### src/hw/fhbp_pkg.sv
// Shared constants and types of the framer host bus port
package fhbp_pkg;

  // Bus widths
  localparam int ADDR_W = 5;
  localparam int DATA_W = 8;
  localparam int NIB_W  = 4;
  localparam int REG_NUM = 32;

  // Level of the style strap that picks separate read and write strobes
  localparam logic STYLE_SEPARATE = 1'b1;
  // Level of the direction input that means a read in the data-strobe style
  localparam logic DIR_READ = 1'b1;

  // Reset values
  localparam logic [DATA_W-1:0] DATA_RST = 8'h00;
  localparam logic [ADDR_W-1:0] ADDR_RST = 5'h00;
  localparam logic [1:0]        SYNC_RST = 2'h0;
  localparam logic [1:0]        SYNC_HI  = 2'h3;
  localparam logic [ADDR_W-1:0] ADDR_ZERO_SYNC = 5'h00;

  // Open-drain interrupt drives low only
  localparam logic IRQ_DRIVE_LEVEL = 1'b0;

  // Access sequencer states, one-hot
  typedef enum logic [2:0] {
    FHBP_IDLE  = 3'b001,
    FHBP_READ  = 3'b010,
    FHBP_WRITE = 3'b100
  } fhbp_state_t;

endpackage : fhbp_pkg

### src/hw/fhbp_port.sv
// Framer host bus port: strap-selected parallel bus slave with register store
// Functional notes
// - Style strap high picks separate strobes, low picks data strobe plus direction.
// - In data-strobe style the shared strobe is an active-low data strobe.
// - In separate-strobe style the shared strobe is active-low read; device drives data.
// - Reads and writes are accepted only while chip select is low.
// - With chip select high the port idles and data pins float.
// - Device sits in reset while the reset pin is low.
// - Interrupt pin pulled low while an interrupt is pending, released otherwise.
// - Interrupt pin is open drain, low only; pull-up is external.
// - Interrupt works regardless of chip select.
// - Eight-bit three-state data bus, lowest line is the least significant bit.
// - In data-strobe style direction high means read, low means write.
// - In separate-strobe style the direction input is an active-low write strobe.
// - Five address inputs, lowest line least significant.
// - Highest data line carries the most significant bit.
`timescale 1ns/100ps
module fhbp_port (
  input  wire logic                        mclk,
  input  wire logic                        rst,
  input  wire logic                        reset_pin_n,
  input  wire logic                        bus_style_select,
  input  wire logic                        chip_select_n,
  input  wire logic                        data_or_read_strobe_n,
  input  wire logic                        dir_or_write_strobe_n,
  input  wire logic [fhbp_pkg::ADDR_W-1:0] host_address_lines,
  input  wire logic [fhbp_pkg::NIB_W-1:0]  host_data_low_nibble_in,
  input  wire logic [fhbp_pkg::NIB_W-1:0]  host_data_high_nibble_in,
  output logic      [fhbp_pkg::NIB_W-1:0]  host_data_low_nibble_out,
  output logic      [fhbp_pkg::NIB_W-1:0]  host_data_high_nibble_out,
  output logic                             host_data_oe,
  output logic                             irq_out,
  output logic                             irq_oe,
  input  wire logic                        irq_pending,
  output logic                             dev_reset,
  output logic                             reg_wr_pulse,
  output logic      [fhbp_pkg::ADDR_W-1:0] reg_wr_addr,
  output logic      [fhbp_pkg::DATA_W-1:0] reg_wr_data,
  input  wire logic [fhbp_pkg::ADDR_W-1:0] core_rd_addr,
  output logic      [fhbp_pkg::DATA_W-1:0] core_rd_data
);
  import fhbp_pkg::*;

  // Synchroniser stages; the first stage is read only by the second
  logic [1:0]        rstn_s_r;
  logic [1:0]        style_s_r;
  logic [1:0]        cs_s_r;
  logic [1:0]        rs_s_r;
  logic [1:0]        ws_s_r;
  logic [ADDR_W-1:0] addr_m_r;
  logic [ADDR_W-1:0] addr_s_r;
  logic [DATA_W-1:0] din_m_r;
  logic [DATA_W-1:0] din_s_r;

  logic              dev_rst;
  logic              sel_q;
  logic              read_q;
  logic              write_q;
  fhbp_state_t       state_r;
  fhbp_state_t       state_nxt;
  logic              data_oe_r;
  logic [DATA_W-1:0] data_out_r;
  logic [DATA_W-1:0] rd_byte;
  logic [ADDR_W-1:0] wr_addr_r;
  logic [DATA_W-1:0] wr_data_r;
  logic              wr_commit_r;
  logic              irq_oe_r;

  // Reset pin synchroniser; held in reset by the system reset
  always_ff @(posedge mclk) begin
    if (rst) begin
      rstn_s_r <= SYNC_RST;
    end else begin
      rstn_s_r <= {rstn_s_r[0], reset_pin_n};
    end
  end

  // Pin reset low resets the access logic and store; the interrupt and the synchronisers keep running
  assign dev_rst   = rst | ~rstn_s_r[1];
  assign dev_reset = dev_rst;

  // Control pin synchronisers; strobes park at their idle high level
  always_ff @(posedge mclk) begin
    if (rst) begin
      style_s_r <= SYNC_RST;
      cs_s_r    <= SYNC_HI;
      rs_s_r    <= SYNC_HI;
      ws_s_r    <= SYNC_HI;
    end else begin
      style_s_r <= {style_s_r[0], bus_style_select};
      cs_s_r    <= {cs_s_r[0], chip_select_n};
      rs_s_r    <= {rs_s_r[0], data_or_read_strobe_n};
      ws_s_r    <= {ws_s_r[0], dir_or_write_strobe_n};
    end
  end

  // Address and data synchronisers; lowest pin is bit 0 of each word
  always_ff @(posedge mclk) begin
    if (rst) begin
      addr_m_r <= ADDR_RST;
      addr_s_r <= ADDR_RST;
      din_m_r  <= DATA_RST;
      din_s_r  <= DATA_RST;
    end else begin
      addr_m_r <= host_address_lines;
      addr_s_r <= addr_m_r;
      din_m_r  <= {host_data_high_nibble_in, host_data_low_nibble_in};
      din_s_r  <= din_m_r;
    end
  end

  // Access qualification per bus style; select gates everything
  always_comb begin
    sel_q = ~cs_s_r[1];
    if (style_s_r[1] == STYLE_SEPARATE) begin
      read_q  = sel_q & ~rs_s_r[1];
      write_q = sel_q & ~ws_s_r[1] & rs_s_r[1];
    end else begin
      read_q  = sel_q & ~rs_s_r[1] & (ws_s_r[1] == DIR_READ);
      write_q = sel_q & ~rs_s_r[1] & (ws_s_r[1] != DIR_READ);
    end
  end

  // Sequencer: a write commits when its qualification ends, so the
  // byte taken is the last one the host held during the strobe
  always_comb begin
    case (state_r)
      FHBP_IDLE: begin
        if (read_q) begin
          state_nxt = FHBP_READ;
        end else if (write_q) begin
          state_nxt = FHBP_WRITE;
        end else begin
          state_nxt = FHBP_IDLE;
        end
      end
      // A read that follows straight on from a write (or the reverse) is
      // taken at once; idle and read test the read first, write tests the write first
      FHBP_READ: begin
        if (read_q) begin
          state_nxt = FHBP_READ;
        end else if (write_q) begin
          state_nxt = FHBP_WRITE;
        end else begin
          state_nxt = FHBP_IDLE;
        end
      end
      FHBP_WRITE: begin
        if (write_q) begin
          state_nxt = FHBP_WRITE;
        end else if (read_q) begin
          state_nxt = FHBP_READ;
        end else begin
          state_nxt = FHBP_IDLE;
        end
      end
      default:    state_nxt = FHBP_IDLE;
    endcase
  end

  always_ff @(posedge mclk) begin
    if (dev_rst) begin
      state_r <= FHBP_IDLE;
    end else begin
      state_r <= state_nxt;
    end
  end

  // Write capture and commit; address and data follow the bus while the strobe is low and freeze when it ends
  always_ff @(posedge mclk) begin
    if (dev_rst) begin
      wr_addr_r   <= ADDR_RST;
      wr_data_r   <= DATA_RST;
      wr_commit_r <= 1'b0;
    end else begin
      wr_commit_r <= (state_r == FHBP_WRITE) && !write_q;
      if (state_r == FHBP_WRITE && write_q) begin
        wr_addr_r <= addr_s_r;
        wr_data_r <= din_s_r;
      end
    end
  end

  assign reg_wr_pulse = wr_commit_r;
  assign reg_wr_addr  = wr_addr_r;
  assign reg_wr_data  = wr_data_r;

  fhbp_regmem u_mem (
    .mclk      (mclk),
    .rst       (dev_rst),
    .wr_en     (wr_commit_r),
    .wr_addr   (wr_addr_r),
    .wr_data   (wr_data_r),
    .rd_addr_a (addr_s_r),
    .rd_data_a (rd_byte),
    .rd_addr_b (core_rd_addr),
    .rd_data_b (core_rd_data)
  );

  // Read drive: enable only in a qualified read, so a deselected
  // port never fights the bus; data comes from a flop
  always_ff @(posedge mclk) begin
    if (dev_rst) begin
      data_oe_r  <= 1'b0;
      data_out_r <= DATA_RST;
    end else begin
      data_oe_r  <= (state_nxt == FHBP_READ);
      data_out_r <= rd_byte;
    end
  end

  assign host_data_oe              = data_oe_r;
  assign host_data_low_nibble_out  = data_out_r[NIB_W-1:0];
  assign host_data_high_nibble_out = data_out_r[DATA_W-1:NIB_W];

  // Interrupt: follows pending status alone, select plays no part;
  // kept alive through a pin reset since it is not an access
  always_ff @(posedge mclk) begin
    if (rst) begin
      irq_oe_r <= 1'b0;
    end else begin
      irq_oe_r <= irq_pending;
    end
  end

  assign irq_oe  = irq_oe_r;
  assign irq_out = IRQ_DRIVE_LEVEL;

  // Checks
  cs_idle_float_a: assert property (@(posedge mclk) disable iff (rst)
    !sel_q |=> !host_data_oe)
    else $error("data bus driven while deselected");

  sep_read_drive_a: assert property (@(posedge mclk) disable iff (dev_rst)
    (style_s_r[1] && sel_q && !rs_s_r[1]) |=> host_data_oe)
    else $error("separate-strobe read not driven");

  ds_read_drive_a: assert property (@(posedge mclk) disable iff (dev_rst)
    (!style_s_r[1] && sel_q && !rs_s_r[1] && ws_s_r[1]) |=> host_data_oe)
    else $error("data-strobe read not driven");

  ds_write_nodrive_a: assert property (@(posedge mclk) disable iff (dev_rst)
    (!style_s_r[1] && !ws_s_r[1] && state_r == FHBP_IDLE) |=> !host_data_oe)
    else $error("data bus driven during write direction");

  write_commit_a: assert property (@(posedge mclk) disable iff (dev_rst)
    (state_r == FHBP_WRITE && !write_q) |=> (reg_wr_pulse && reg_wr_data == $past(wr_data_r)))
    else $error("write not committed at strobe end");

  read_data_path_a: assert property (@(posedge mclk) disable iff (dev_rst)
    host_data_oe |-> data_out_r == $past(u_mem.mem_r[addr_s_r], 2))
    else $error("read byte not from addressed register");

  pin_reset_idle_a: assert property (@(posedge mclk) disable iff (rst)
    !rstn_s_r[1] |=> (state_r == FHBP_IDLE && !host_data_oe && !reg_wr_pulse))
    else $error("port active under pin reset");

  irq_follow_a: assert property (@(posedge mclk) disable iff (rst)
    irq_pending |=> irq_oe ##0 irq_out == IRQ_DRIVE_LEVEL)
    else $error("interrupt not pulled low when pending");

  irq_release_a: assert property (@(posedge mclk) disable iff (rst)
    !irq_pending |=> !irq_oe)
    else $error("interrupt held low without pending");

  // Sequencer entry: a deselected port never leaves idle, and each
  // qualified strobe starts the access its bus style calls for
  desel_stay_idle_a: assert property (@(posedge mclk) disable iff (dev_rst)
    (cs_s_r[1] && state_r == FHBP_IDLE) |=> state_r == FHBP_IDLE)
    else $error("deselected port left idle");

  sep_write_start_a: assert property (@(posedge mclk) disable iff (dev_rst)
    (style_s_r[1] && sel_q && rs_s_r[1] && !ws_s_r[1] && state_r == FHBP_IDLE)
    |=> state_r == FHBP_WRITE)
    else $error("separate-strobe write not started");

  ds_write_start_a: assert property (@(posedge mclk) disable iff (dev_rst)
    (!style_s_r[1] && sel_q && !rs_s_r[1] && !ws_s_r[1] && state_r == FHBP_IDLE)
    |=> state_r == FHBP_WRITE)
    else $error("data-strobe write not started");

  write_capture_a: assert property (@(posedge mclk) disable iff (dev_rst)
    (state_r == FHBP_WRITE && write_q) |=>
    (wr_data_r == $past(din_s_r) && wr_addr_r == $past(addr_s_r)))
    else $error("write byte or address not captured");

  // Drive and pulse shape: the bus is driven only in a read, and a
  // commit is a single cycle so the store takes each byte once
  oe_in_read_a: assert property (@(posedge mclk) disable iff (dev_rst)
    host_data_oe |-> state_r == FHBP_READ)
    else $error("data bus driven outside a read");

  wr_pulse_single_a: assert property (@(posedge mclk) disable iff (dev_rst)
    reg_wr_pulse |=> !reg_wr_pulse)
    else $error("write commit longer than one cycle");

  read_seen_c: cover property (@(posedge mclk) disable iff (dev_rst)
    state_r == FHBP_READ ##1 state_r == FHBP_IDLE);
  write_seen_c: cover property (@(posedge mclk) disable iff (dev_rst)
    reg_wr_pulse);
  irq_desel_c: cover property (@(posedge mclk) disable iff (rst)
    irq_oe && cs_s_r[1]);
  style_swap_c: cover property (@(posedge mclk) disable iff (rst)
    $changed(style_s_r[1]));
  ds_read_c: cover property (@(posedge mclk) disable iff (dev_rst)
    !style_s_r[1] && host_data_oe);

endmodule : fhbp_port

### src/hw/fhbp_regmem.sv
// Register byte store of the host port: one write port, two registered read ports
`timescale 1ns/100ps
module fhbp_regmem (
  input  wire logic                        mclk,
  input  wire logic                        rst,
  input  wire logic                        wr_en,
  input  wire logic [fhbp_pkg::ADDR_W-1:0] wr_addr,
  input  wire logic [fhbp_pkg::DATA_W-1:0] wr_data,
  input  wire logic [fhbp_pkg::ADDR_W-1:0] rd_addr_a,
  output logic      [fhbp_pkg::DATA_W-1:0] rd_data_a,
  input  wire logic [fhbp_pkg::ADDR_W-1:0] rd_addr_b,
  output logic      [fhbp_pkg::DATA_W-1:0] rd_data_b
);
  import fhbp_pkg::*;

  logic [DATA_W-1:0] mem_r [REG_NUM];

  // Storage; cleared by reset so every register reads a known value
  always_ff @(posedge mclk) begin
    if (rst) begin
      for (int i = 0; i < REG_NUM; i++) begin
        mem_r[i] <= DATA_RST;
      end
    end else if (wr_en) begin
      mem_r[wr_addr] <= wr_data;
    end
  end

  // Registered read ports; no write bypass, a read sees the old byte
  always_ff @(posedge mclk) begin
    if (rst) begin
      rd_data_a <= DATA_RST;
      rd_data_b <= DATA_RST;
    end else begin
      rd_data_a <= mem_r[rd_addr_a];
      rd_data_b <= mem_r[rd_addr_b];
    end
  end

endmodule : fhbp_regmem

### config.mk
export PLATFORM = sky130hd
export DESIGN_NAME = fhbp_port
export DESIGN_NICKNAME = d
export VERILOG_FILES = /design/src/hw/fhbp_pkg.sv /design/src/hw/fhbp_port.sv /design/src/hw/fhbp_regmem.sv
export SDC_FILE = /design/constraint.sdc
export NUM_CORES = 1
export LEC_CHECK = 0
export ABC_AREA = 1
export ABC_CLOCK_PERIOD_IN_PS = 2090
export BUFFER_PORTS_ARGS = -buffer_cell sky130_fd_sc_hd__buf_2
export CAP_MARGIN = 30
export CORE_ASPECT_RATIO = 0.9
export CORE_MARGIN = 10
export CORE_UTILIZATION = 40
export DETAILED_ROUTE_END_ITERATION = 12
export PLACE_DENSITY_LB_ADDON = 0.08
export SETUP_SLACK_MARGIN = 0.15
export SYNTH_ARGS = -nofsm -noshare
export SYNTH_HDL_FRONTEND = slang
export SYNTH_SLANG_ARGS = --single-unit
### constraint.sdc
create_clock -name mclk -period 2.09 [get_ports mclk]
set_clock_uncertainty 0.15 [all_clocks]
set_input_delay 0.1045 -clock mclk [delete_from_list [all_inputs] [get_ports mclk]]
set_output_delay 0.1045 -clock mclk [all_outputs]
set_load 0.02 [all_outputs]
==> impl_results.md <==
- Cells along the critical path: nand2_1, inv_2, nand2_2, nor3_4, buf_12, nand2_2, nand2_2
- FF-to-FF End: u_mem.mem_r[21][6]
- Power per Cell Area: 764 nW/µm²
- Max_slew headroom: 0.562
- GR Util All Layers: 0.225
- RR Startpoint: rstn_s_r[1]
- Placed Cells: 2654
- Max cap viols: 0
- Total grt overflow: 0
- Final worst slack: 0.216 ns
- Port Buf Inserts: 58
- Clock sinks: 335
- CP Buf/Inv Count: 2
- First-pass GRT wire length: 86.6 mm
- Unrepaired setup endpoints after global routing: yes
- Status: finished, final reports clean
- Pin count of the biggest net entering global routing: 78
- Mapped Avg Cell Area: 7.93 µm²
- Reg clk slew, reported paths: 0.06 ns
- Vias: 14900
- Nets@finish: 2221
- Layout cells sized above 1: 0.132
- Synth top area cells: edfxtp_1, nand2_1, nand3_1, dfxtp_1, nor2_1
- Vias per cell: 5.38
- WHS Path Cells: 3
- RePlAce Congestion: 0.915
- Num rows: 70
- Path depth of the worst reg2reg path: 7
- Top_reg_cell synth: edfxtp_1
- Routed Wire Length: 57.7 mm
- Crit path time final: 1.87 ns
- Final Cycle Share: 0.896
- 1st-iter DRT viols: 2087
- Critical path required time: 2.19 ns
- Vias in the first global route: 14100
- Number of remaining DRC errors: 0
- CP Depth: 7
- Number of H-tree levels: 2
- R2r setup slk: 0.22 ns
- Core Region: 40800 µm²
- Cell Area, Synth: 16600 µm²
- Worst Hold Path EP: rs_s_r[0]
- Antenna violations before repair: 0
- Max Slew Vio Count: 0
- Register area share after synthesis: 0.558
- CP Max Fanout: 9
- Setup Crit Path Kind: reg2reg
- Cells after Synth: 2094
- ANT cells: 0
- Number of setup violations in the final report: 0
- Post-synth EDFFs: 256
- Yosys warns: 0
- Num ports: 60
- Ys async rst share: 0
- Sum Neg Setup Slack: 0 ns
- Synth area leader: edfxtp_1
- Layout fillers: 3974
- Wire length per cell: 20.9 µm
- Worst Tran Pin Value: 0.656 ns
- CP Launch Type: flop
- Leak: 7.81 nW
- Post-synth top area share: 0.463
- Crit path DAT: 1.97 ns
- Post-Syn Nets: 2120
- Die Y: 213 µm
- Detailed Routing Iterations Pass 1: 6
- Die width: 235 µm
- CP Capture Type: flop
- Root Driver: clkbuf_16
- Clk_lat worst skew: 0.56 ns
- Final Non-Filler Cells: 2765
- Yosys reg bits: 335
- HP Start: data_or_read_strobe_n
- Detailed placement HPWL: 36.4 mm
- CP Launch Point: rstn_s_r[1]
- Die area: 50100 µm²
- Num CTS Buffers: 39
- Hold Vio Cnt, Final: 0
- CTS tree: built
- Cell mode on critical path: nand2_2
- Unique masters post-synth: 21
- Synthesis-to-finish area growth: 19.7%
- Initial Util: 0.407
- Worst Hold Class: in2reg
- Maximum clock frequency: 534 MHz
- Place WS: 0.157 ns
- Maximum VDD drop: 0.000620 V
- Slowest CP cell: dfxtp_1
- Top delay family on crit path: simple AND/OR/NAND/NOR gates
- Maximum clock insertion buffer count: 3
- Detail Route Antenna Nets: 0
- Max incr delay on CP: 0.30 ns
## layer usage
metal | up-vias | part of all wire | global-route usage
met5 | - | 0 | 0
met4 | 0 | 0.027 | 0.0736
met1 | 7056 | 0.44 | 0.315
met2 | 714 | 0.44 | 0.345
met3 | 108 | 0.090 | 0.0427
li1 | 7008 | - | -
## cells by family after synthesis
group	synth area share
AND/OR/NAND/NOR	0.366
flip-flops	0.558
buffers and inverters	0.0522
AO/OA/AOI/OAI	0.0237
other	0.000226
## cell usage in the layout (no fill, tap or decap), drive strengths merged
cell / n
nand2: 696
nor2: 401
nand3: 342
edfxtp: 256
buf: 163
dfxtp: 79
inv: 73
clkbuf: 55
o21ai: 50
dlygate4sd3: 39
a21oi: 26
clkinv: 18
nor3: 13
or2: 7
nor4: 2
bufinv: 2
o31ai: 1
conb: 1
bufbuf: 1
## power breakdown
part	leakage, nW	switching [mW]	internal (mW)
Clock	0.613	2.78	3.92
Sequential	3.73	0.0831	7.24
Combinational	3.47	0.769	0.390
## Yosys cell counts (4+ instances only)
cell type,instances
nand3_1,342
nand2_2,32
buf_1,18
nor3_4,4
or2_2,7
nand2_1,664
edfxtp_1,256
clkbuf_1,94
inv_1,73
buf_2,30
o21ai_0,50
a21oi_1,26
dfxtp_1,79
nor3_1,9
nor2_1,401
## worst max-delay path by stage
stage	end	slack, ns
floorplan	u_mem.mem_r[10][0]	0.19
finish	u_mem.mem_r[21][6]	0.22
detailed placement	u_mem.rd_data_a[2]	0.16
CTS	u_mem.mem_r[23][2]	0.17
global route	u_mem.rd_data_b[1]	0.07
global placement	u_mem.rd_data_a[2]	0.19
## worst reg2reg max path, stage by stage (launching register included)
cell     delay (ns)
dfxtp_1        0.30
nand2_1        0.07
inv_2          0.11
nand2_2        0.15
nor3_4         0.25
buf_12         0.20
nand2_2        0.14
nand2_2        0.21
## metrics by stage
| step | hold WS [ns] | power, mW | utilization | area (µm²) |
|---|---|---|---|---|
| after floorplan | 0.0583 | 8.09 | - | 16700 |
| after global placement | 0.137 | 8.53 | 0.446 | 18200 |
| after detailed placement | 0.140 | 8.54 | 0.446 | 18200 |
| after CTS | 0.102 | 15.3 | 0.487 | 19900 |
| after global routing | 0.142 | 15.7 | 0.487 | 19900 |
| final | 0.132 | 15.2 | 0.487 | 19900 |
## area by class of cell
type,instances,area (µm²),area share
multi-input combinational,1539,6540,0.329
clock inverter,16,135,0.00679
tap,540,676,0.0340
timing repair buffer,203,1870,0.0938
sequential,335,9280,0.467
inverter,77,294,0.0148
clock buffer,55,1100,0.0552
## flip-flops by register name (all words and copies together), names as in the netlist
register,count
u_mem.rd_data_a,8
irq_oe,1
state_r,3
u_mem.rd_data_b,8
cs_s_r,2
rs_s_r,2
din_s_r,8
reg_wr_data,8
reg_wr_pulse,1
reg_wr_addr,5
data_out_r,8
rstn_s_r,2
style_s_r,2
din_m_r,8
host_data_oe,1
u_mem.mem_r,256
ws_s_r,2
addr_s_r,5
addr_m_r,5
## timing repair
| action | in CTS | in global routing |
|---|---|---|
| setup buffers | 0 | 0 |
| gates cloned | 1 | 0 |
| resized for setup | 0 | 8 |
| hold buffers | 39 | 0 |
| hold endpoints to repair | 53 | 0 |
| setup endpoints to repair | 1 | 93 |
Power figures use the tool's default switching activity.
